File: config.mk
export PLATFORM = sky130hd
export DESIGN_NAME = ors_regbank
export DESIGN_NICKNAME = d
export VERILOG_FILES = /design/src/ors_pkg.sv /design/src/ors_range_shift.sv /design/src/ors_regbank.sv
export SDC_FILE = /design/constraint.sdc
export NUM_CORES = 1
export LEC_CHECK = 0
export BUFFER_PORTS_ARGS = -buffer_cell sky130_fd_sc_hd__buf_4
export CORE_UTILIZATION = 50
export DETAILED_ROUTE_END_ITERATION = 12
export PLACE_DENSITY = 0.75
export SYNTH_ARGS = -nofsm -noshare
export SYNTH_HDL_FRONTEND = slang
export SYNTH_SLANG_ARGS = --single-unit
File: constraint.sdc
create_clock -name i_core_clk -period 2.35 [get_ports i_core_clk]
set_input_delay 0 -clock i_core_clk [delete_from_list [all_inputs] [get_ports i_core_clk]]
set_output_delay 0 -clock i_core_clk [all_outputs]
set_load 0.03 [all_outputs]
File: src/ors_pkg.sv
// Purpose: shared constants for the output range and event status register bank
// Assumes: byte addresses as seen by the device's command decoder
// Notes:   fault bit positions are common to every event register

package ors_pkg;

	// ****************************************
	// register offsets
	// ****************************************
	localparam logic [15:0] ORS_ADDR_FLAGS   = 16'h001c;
	localparam logic [15:0] ORS_ADDR_RANGE   = 16'h0048;
	localparam logic [15:0] ORS_ADDR_ENABLE  = 16'h008a;
	localparam logic [15:0] ORS_ADDR_CLEAR   = 16'h00a0;

	// ****************************************
	// range register fields
	// ****************************************
	localparam int          ORS_RANGE_VOLT_LSB  = 0;
	localparam int          ORS_RANGE_CURR_LSB  = 8;
	localparam int          ORS_RANGE_POWER_LSB = 16;
	localparam int          ORS_COUNT_W         = 8;
	localparam logic [23:0] ORS_RANGE_RESET     = 24'h00_0000;

	// ****************************************
	// event register fields
	// ****************************************
	localparam int          ORS_NUM_FAULTS   = 10;
	localparam int          ORS_FAULT_LSB    = 6;
	localparam logic [9:0]  ORS_FLAGS_RESET  = 10'h000;
	localparam int          ORS_BIT_SURGE    = 6;
	localparam int          ORS_BIT_SAG      = 7;
	localparam int          ORS_BIT_UNDTEMP  = 8;
	localparam int          ORS_BIT_OVRTEMP  = 9;
	localparam int          ORS_BIT_UNDFREQ  = 10;
	localparam int          ORS_BIT_OVRFREQ  = 11;
	localparam int          ORS_BIT_UNDVOLT  = 12;
	localparam int          ORS_BIT_OVRPOWER = 13;
	localparam int          ORS_BIT_OVRVOLT  = 14;
	localparam int          ORS_BIT_OVRCURR  = 15;

	// ****************************************
	// measurement path
	// ****************************************
	localparam int          ORS_MEAS_W       = 32;
	localparam int          ORS_NUM_CH       = 4;
	localparam int          ORS_CH_VOLT      = 0;
	localparam int          ORS_CH_CURR      = 1;
	localparam int          ORS_CH_PACT      = 2;
	localparam int          ORS_CH_PREACT    = 3;
	localparam logic [31:0] ORS_MEAS_RESET   = 32'h0000_0000;

	typedef enum logic [1:0] {
		ORS_SEL_NONE   = 2'b00,
		ORS_SEL_FLAGS  = 2'b01,
		ORS_SEL_RANGE  = 2'b10,
		ORS_SEL_ENABLE = 2'b11
	} ors_sel_t;

endpackage

File: src/ors_range_shift.sv
// Purpose: one output scaling stage, a right shift by a programmed count
// Assumes: raw sample and count are on the core clock
// Notes:   counts of 32 or more give zero, as a logical shift does

`timescale 1ns/10ps

module ors_range_shift
	import ors_pkg::*;
(
	input  wire logic                   i_core_clk,
	input  wire logic                   i_reset_n,
	input  wire logic [ORS_MEAS_W-1:0]  i_raw,
	input  wire logic                   i_raw_valid,
	input  wire logic [ORS_COUNT_W-1:0] i_count,
	output logic      [ORS_MEAS_W-1:0]  o_scaled,
	output logic                        o_scaled_valid
);

	// ****************************************
	// shift and hold
	// ****************************************
	always_ff @(posedge i_core_clk or negedge i_reset_n) begin
		if (!i_reset_n) begin
			o_scaled <= ORS_MEAS_RESET;
		end else if (i_raw_valid) begin
			o_scaled <= i_raw >> i_count;
		end
	end

	always_ff @(posedge i_core_clk or negedge i_reset_n) begin
		if (!i_reset_n) begin
			o_scaled_valid <= 1'b0;
		end else begin
			o_scaled_valid <= i_raw_valid;
		end
	end

endmodule

File: src/ors_regbank.sv
// Purpose: output range register and event enable/flag registers
// Assumes: command decoder, limit/hold logic and fault detectors share i_core_clk
// Notes:   reads answer one cycle after the strobe; unmapped reads return zero
//
// Contract
// a 32-bit range register holds right-shift counts in byte fields
// each output is its result shifted right by its count
// bits 23..16 scale both active and reactive power outputs
// bits 15..8 scale the rms current output
// bits 7..0 scale the rms voltage output
// top byte reads zero; all counts reset to zero
// host picks counts that avoid overflow yet keep resolution
// enable register shows per-fault detection enable; bits 5..0 read zero
// fault bits sit at fixed positions 15 down to 6
// read-only flag register latches occurred faults; resets to zero
// a flag drops only once fault has ended and host cleared it
// only enabled fault types may set their flag

`timescale 1ns/10ps

module ors_regbank
	import ors_pkg::*;
(
	input  wire logic                      i_core_clk,
	input  wire logic                      i_reset_n,
	input  wire logic                      i_reg_wr,
	input  wire logic                      i_reg_rd,
	input  wire logic [15:0]               i_reg_addr,
	input  wire logic [31:0]               i_reg_wdata,
	output logic      [31:0]               o_reg_rdata,
	output logic                           o_reg_rvalid,
	input  wire logic [ORS_NUM_FAULTS-1:0] i_fault_enable_cfg,
	input  wire logic [ORS_NUM_FAULTS-1:0] i_fault_active,
	input  wire logic [ORS_MEAS_W-1:0]     i_volt_rms_raw,
	input  wire logic [ORS_MEAS_W-1:0]     i_curr_rms_raw,
	input  wire logic [ORS_MEAS_W-1:0]     i_power_act_raw,
	input  wire logic [ORS_MEAS_W-1:0]     i_power_react_raw,
	input  wire logic                      i_meas_valid,
	output logic      [ORS_MEAS_W-1:0]     o_volt_rms,
	output logic      [ORS_MEAS_W-1:0]     o_curr_rms,
	output logic      [ORS_MEAS_W-1:0]     o_power_act,
	output logic      [ORS_MEAS_W-1:0]     o_power_react,
	output logic                           o_meas_valid,
	output logic      [15:0]               o_fault_flags
);

	// ****************************************
	// address decode
	// ****************************************
	function automatic ors_sel_t ors_decode(input logic [15:0] addr);
		ors_sel_t sel;
		sel = ORS_SEL_NONE;
		if (addr == ORS_ADDR_FLAGS) begin
			sel = ORS_SEL_FLAGS;
		end else if (addr == ORS_ADDR_RANGE) begin
			sel = ORS_SEL_RANGE;
		end else if (addr == ORS_ADDR_ENABLE) begin
			sel = ORS_SEL_ENABLE;
		end
		return sel;
	endfunction

	ors_sel_t                  wr_sel;
	ors_sel_t                  rd_sel;
	logic                      clear_wr;
	logic [23:0]               range_reg;
	logic [ORS_NUM_FAULTS-1:0] enable_reg;
	logic [ORS_NUM_FAULTS-1:0] flags_reg;
	logic [ORS_NUM_FAULTS-1:0] flags_next;
	logic [ORS_NUM_FAULTS-1:0] clear_bits;

	assign wr_sel     = i_reg_wr ? ors_decode(i_reg_addr) : ORS_SEL_NONE;
	assign rd_sel     = i_reg_rd ? ors_decode(i_reg_addr) : ORS_SEL_NONE;
	assign clear_wr   = i_reg_wr && (i_reg_addr == ORS_ADDR_CLEAR);
	assign clear_bits = clear_wr ? i_reg_wdata[ORS_FAULT_LSB +: ORS_NUM_FAULTS]
		: '0;

	// ****************************************
	// range register
	// ****************************************
	// top byte has no storage at all, so it cannot read back anything but zero
	always_ff @(posedge i_core_clk or negedge i_reset_n) begin
		if (!i_reset_n) begin
			range_reg <= ORS_RANGE_RESET;
		end else if (wr_sel == ORS_SEL_RANGE) begin
			range_reg <= i_reg_wdata[23:0];
		end
	end

	// ****************************************
	// event enable status
	// ****************************************
	// limit/hold logic owns the enables; this is a read-only mirror of it
	always_ff @(posedge i_core_clk or negedge i_reset_n) begin
		if (!i_reset_n) begin
			enable_reg <= ORS_FLAGS_RESET;
		end else begin
			enable_reg <= i_fault_enable_cfg;
		end
	end

	// ****************************************
	// event occurrence flags
	// ****************************************
	// a clear while the fault is still present is ignored, and a new set
	// in the clearing cycle wins, so no event is ever lost
	always_comb begin
		flags_next = (flags_reg & ~(clear_bits & ~i_fault_active))
			| (i_fault_active & enable_reg);
	end

	always_ff @(posedge i_core_clk or negedge i_reset_n) begin
		if (!i_reset_n) begin
			flags_reg <= ORS_FLAGS_RESET;
		end else begin
			flags_reg <= flags_next;
		end
	end

	always_ff @(posedge i_core_clk or negedge i_reset_n) begin
		if (!i_reset_n) begin
			o_fault_flags <= 16'h0000;
		end else begin
			o_fault_flags <= {flags_next, 6'h00};
		end
	end

	// ****************************************
	// register read
	// ****************************************
	always_ff @(posedge i_core_clk or negedge i_reset_n) begin
		if (!i_reset_n) begin
			o_reg_rdata <= 32'h0000_0000;
		end else if (i_reg_rd) begin
			unique case (rd_sel)
				ORS_SEL_FLAGS:  o_reg_rdata <= {16'h0000, flags_reg, 6'h00};
				ORS_SEL_RANGE:  o_reg_rdata <= {8'h00, range_reg};
				ORS_SEL_ENABLE: o_reg_rdata <= {16'h0000, enable_reg, 6'h00};
				ORS_SEL_NONE:   o_reg_rdata <= 32'h0000_0000;
			endcase
		end
	end

	always_ff @(posedge i_core_clk or negedge i_reset_n) begin
		if (!i_reset_n) begin
			o_reg_rvalid <= 1'b0;
		end else begin
			o_reg_rvalid <= i_reg_rd;
		end
	end

	// ****************************************
	// output scaling
	// ****************************************
	// counts come straight from the register; choosing them sanely is software's job
	logic [ORS_MEAS_W-1:0]  ch_raw    [ORS_NUM_CH];
	logic [ORS_COUNT_W-1:0] ch_count  [ORS_NUM_CH];
	logic [ORS_MEAS_W-1:0]  ch_scaled [ORS_NUM_CH];
	logic [ORS_NUM_CH-1:0]  ch_valid;

	assign ch_raw[ORS_CH_VOLT]     = i_volt_rms_raw;
	assign ch_raw[ORS_CH_CURR]     = i_curr_rms_raw;
	assign ch_raw[ORS_CH_PACT]     = i_power_act_raw;
	assign ch_raw[ORS_CH_PREACT]   = i_power_react_raw;
	assign ch_count[ORS_CH_VOLT]   = range_reg[ORS_RANGE_VOLT_LSB +: ORS_COUNT_W];
	assign ch_count[ORS_CH_CURR]   = range_reg[ORS_RANGE_CURR_LSB +: ORS_COUNT_W];
	assign ch_count[ORS_CH_PACT]   = range_reg[ORS_RANGE_POWER_LSB +: ORS_COUNT_W];
	assign ch_count[ORS_CH_PREACT] = range_reg[ORS_RANGE_POWER_LSB +: ORS_COUNT_W];

	generate
		for (genvar ch = 0; ch < ORS_NUM_CH; ch++) begin : g_ch
			ors_range_shift u_shift (
				.i_core_clk     (i_core_clk),
				.i_reset_n      (i_reset_n),
				.i_raw          (ch_raw[ch]),
				.i_raw_valid    (i_meas_valid),
				.i_count        (ch_count[ch]),
				.o_scaled       (ch_scaled[ch]),
				.o_scaled_valid (ch_valid[ch])
			);
		end
	endgenerate

	assign o_volt_rms    = ch_scaled[ORS_CH_VOLT];
	assign o_curr_rms    = ch_scaled[ORS_CH_CURR];
	assign o_power_act   = ch_scaled[ORS_CH_PACT];
	assign o_power_react = ch_scaled[ORS_CH_PREACT];
	assign o_meas_valid  = ch_valid[ORS_CH_VOLT];

endmodule

Word-level counts from Yosys, hierarchy flattened

Index checks and enable logic that the tools add are counted.

Equality and inequality tests: 8
Shifts and indexed selects: 4
Muxes and demuxes: 7
Bitwise operators: 6
Reductions and logical operators: 2

Operator list:

| operator                                        | count |
|---|---|
| one-hot mux 32 bit (4 select lines)             | 1 |
| right shift 32 x 8 -> 32 bit                    | 4 |
| == test 16 x 8 -> 1 bit (second input constant) | 2 |
| AND 10 bit                                      | 3 |
| NOT 10 bit                                      | 2 |
| == test 16 x 5 -> 1 bit (second input constant) | 1 |
| == test 16 x 7 -> 1 bit (second input constant) | 1 |
| two-way mux 10 bit                              | 1 |
| two-way mux 2 bit                               | 5 |
| OR 10 bit                                       | 1 |
| == test 2 bit (second input constant)           | 3 |
| == test 2 x 1 -> 1 bit (second input constant)  | 1 |
| logical NOT 2 bit                               | 1 |
| logical AND 1 bit                               | 1 |

Register bits after elaboration: 206
Input bits: 201
Output and inout bits: 178

Logic depth before layout (Yosys ltp)

Depth in word-level cells: 7
Mapped depth: 9
Gate-level depth less buffers: 5

Modules after synthesis

Synthesis repeated with hierarchy kept, for this count alone.

Cells, all modules: 1504
Area, all modules: 15034.4 um^2

By module, submodules not included:

| module          | times used | cells an instance | area an instance (um^2) | seq. area each (um^2) |
|---|---|---|---|---|
| ors_range_shift | 4          | 314               | 3012.9                  | 825.8 |
| ors_regbank     | 1          | 248               | 2982.9                  | 1726.7 |

Worst setup path after synthesis

No wires, ideal clock.

Path type: flip-flop to flip-flop
Start: reg range_reg[8]
End: reg g_ch[1].u_shift.o_scaled[1]
Setup time: 131 ps
Arrival time: 1846 ps
Path slack: 374 ps
Stages on the path, launching flop included: 8
Path through: dfrtp_1 > buf_2 > buf_4 > mux4_2 > mux2i_1 > nor2_1 > a221oi_1 > nand3_1

Longest elaborated chain between the ends: 1

RTL lines:

| what                         | line                  | RTL |
|---|---|---|
| from (decl)                  | ors_regbank.sv:66     | `logic [23:0] range_reg;` |
| from (signal assigned)       | ors_regbank.sv:86     | `range_reg <= i_reg_wdata[23:0];` |
| right shift 32 x 8 -> 32 bit | ors_range_shift.sv:26 | `o_scaled <= i_raw >> i_count;` |
| to (signal assigned)         | ors_range_shift.sv:26 |  |
| to (decl)                    | ors_range_shift.sv:15 | `output logic [ORS_MEAS_W-1:0] o_scaled,` |

No other way between the ends.
A chain may end at the register's enable or synchronous reset.

Final worst setup path

Start: reg range_reg[16]
End: reg g_ch[2].u_shift.o_scaled[1]

Longest elaborated chain between the ends: 1

RTL lines:

| what                         | line |
|---|---|
| right shift 32 x 8 -> 32 bit | ors_range_shift.sv:26 |
| to (signal assigned)         | ors_range_shift.sv:26 |
| to (decl)                    | ors_range_shift.sv:15 |

No other way between the ends.

==> flow_summary.yaml <==
worst_setup_path:
  slowest_delay_ns: 0.60
  endpoint_kind: "flip-flop"
  crit_chain: "buf_4, mux4_2, mux2i_1, o22ai_1, a211o_1"
  cpMaxStageDelayCell: "mux4_2"
  critPathBufInv: 1
  reg2regPathDepth: 5
  crit_fanout: 14
  required_ns: 2.68
  path_depth: 5
  arrival_ns: 2.56
  worstSetupPathType: "reg -> reg"
  cp_top_family: "multiplexers"
  start_kind: "flip-flop"
synth:
  ys_async_sr_fraction_pct: 100
  yosysTopAreaCellShare_pct: 34.7
  ys_seq_area_share_pct: 34.7
  synthesis.area_um2: 14300
  synth_cell_types: 80
  synth_area_leaders: "dfrtp_1, mux4_2, mux2i_1, nand2_1, o2bb2ai_1"
  yosysMostFrequentCell: "dfrtp_1"
  yosys.area.top_type: "dfrtp_1"
  synth_common_cells: "dfrtp_1, nand2_1, mux4_2, mux2i_1, nor2_1"
  synth_edf_count: 0
  yosys_warnings: 0
  ys_seq_elements: 198
  synthCells: 1379
  synthFlopType: "dfrtp_1"
  syn_area_per_cell_um2: 10.4
clock_network:
  path_clk_slew_ns: 0.08
  clock_latency_ns: 0.45
  numClockSinks: 198
  cts_made_buffers: 17
  clk_root_buffer_cell: "clkbuf_16"
  h-tree-depth: 4
  tritoncts: "built"
  cts_buffer_depth: 2
run:
  max_cap_violations: 0
pwr:
  p_leak_nw: 8.23
  p_per_area_nw_per_um2: 487
  ir_worst_vdd_v: 0.000463
global_route:
  antenna_found_initial: 2
  grt_first_pass_wirelength_mm: 81.6
  grt_overflow: 0
  grt_use_total_pct: 37.0
  grt_max_degree: 65
  grt_pass1_vias: 13900
floorplan:
  ioPinCount: 379
  core-area_um2: 27900
  start_util_pct: 51.2
  row_count: 61
  fp.dieH_um: 171
  dieWidth_um: 171
  fp.dieArea_um2: 29300
drt:
  viasPerCell: 6.56
  dr.pass1.iters: 6
  drcViolationCount: 0
  ant_nets: 0
  route.vias.total: 14200
  wl_per_cell_um: 24.8
  wl_mm: 53.8
  drt_iter0_markers: 1568
timing:
  setup_viol: 0
  hold_ws_ns: 0.0748
  finalMaxSlewViolations: 0
  clock_skew_ns: 0.0133
  rsz0062_at_grt: "false"
  slew_headroom_pct: 42.3
  fin_crit_ns: 2.23
  hold_viol_final: 0
  fin_crit_sh_pct: 95.0
  fmax_mhz: 448
  setup_tns_ns: 0
  worst_slew_pin_slew_ns: 0.864
cells_and_area:
  largest_reg_flops: 128
  fillers: 2239
  drive_gt1_share_pct: 35.8
  fin_util_pct: 67.1
  area_growth_pct: 31.2
  final_nets: 1978
placement:
  hpwl_mm: 39.9
  place.gp.congestion: 0.994
  portBuffers: 356
run_status:
  outcome: "finished, final reports clean"
worst_hold_path:
  holdCritPathClass: "in -> async"
[report_power, final]
group,switching (W),internal (W),total [W]
registers,0.000194,0.00362,0.00382
logic,0.00129,0.000964,0.00226
clock network,0.00158,0.00149,0.00307
total,0.00307,0.00607,0.00914
[metrics by stage]
step	power, W	std cells	worst slack, ns	area, um^2
2_1_floorplan	0.00495	1392	0.374	14300
5_1_grt	0.00946	2170	0.000227	18800
4_1_cts	0.00916	2168	0.113	18700
6_report	0.00914	2170	0.118	18800
3_5_place_dp	0.00604	2087	0.142	17600
3_3_place_gp	0.00602	2087	0.180	17600
[what timing repair did]
| item | CTS | global route |
|---|---|---|
| hold buffers | 49 | 0 |
| gates resized for setup | 0 | 2 |
| buffers inserted | 0 | 0 |
| endpoints found under the hold margin | 192 | 0 |
| setup endpoints to repair | 0 | 3 |
[cell usage in the layout, fill, tap and decap left out, types with 27 or more instances in the layout]
master         count
inv_1             43
nor2_1            77
o221ai_1          34
o2bb2ai_1         38
dfrtp_1          193
mux2_1            27
dlygate4sd3_1     49
nand3_1           52
nand2_1          183
mux4_2           114
a21oi_1           55
mux2i_1           83
buf_4            437
[worst paths after layout]
kind                                               from                      endpoint  slack [ns]
max in group asynchronous                     i_reset_n                  range_reg[8]        1.50
min in group i_core_clk                        i_reg_wr                  range_reg[3]        0.12
max reg2reg                               range_reg[16]   g_ch[2].u_shift.o_scaled[1]        0.12
max                                       range_reg[16]   g_ch[2].u_shift.o_scaled[1]        0.12
min reg2reg                g_ch[0].u_shift.o_scaled[23]  g_ch[0].u_shift.o_scaled[23]        0.50
min                                           i_reset_n                  range_reg[4]        0.07
[metal layers]
metal / global-route usage, % / up-vias / part of all wire (%)
met4: 16.2 / 0 / 4.3
met2: 59.5 / 986 / 47
met3: 6.82 / 148 / 9.7
met1: 49.1 / 7014 / 39
met5: 0 / - / 0
li1: - / 6097 / -
[cells by family (layout without fill, tap and decap cells)]
family / Yosys count / count (layout) / synth area share (%)
AND/OR/NAND/NOR: 411 / 411 / 13.2
AO/OA/AOI/OAI: 339 / 339 / 17.7
multiplexers: 250 / 250 / 28.1
flip-flops: 198 / 198 / 34.7
buffers and inverters: 180 / 578 / 6.32
other: 1 / 16 / 0.0262
[final cells by class]
type	count	area (um^2)	area share, %
multi-input cells	1014	8510	45.4
flip-flops and latches	198	4960	26.5
repair buffers	498	4010	21.4
well taps	378	473	2.52
clock buffers	18	439	2.34
inverters	48	181	0.967
clock inverters	14	178	0.947
diodes	2	5.00	0.0267
No activity file was read; power rests on OpenSTA's default activity.
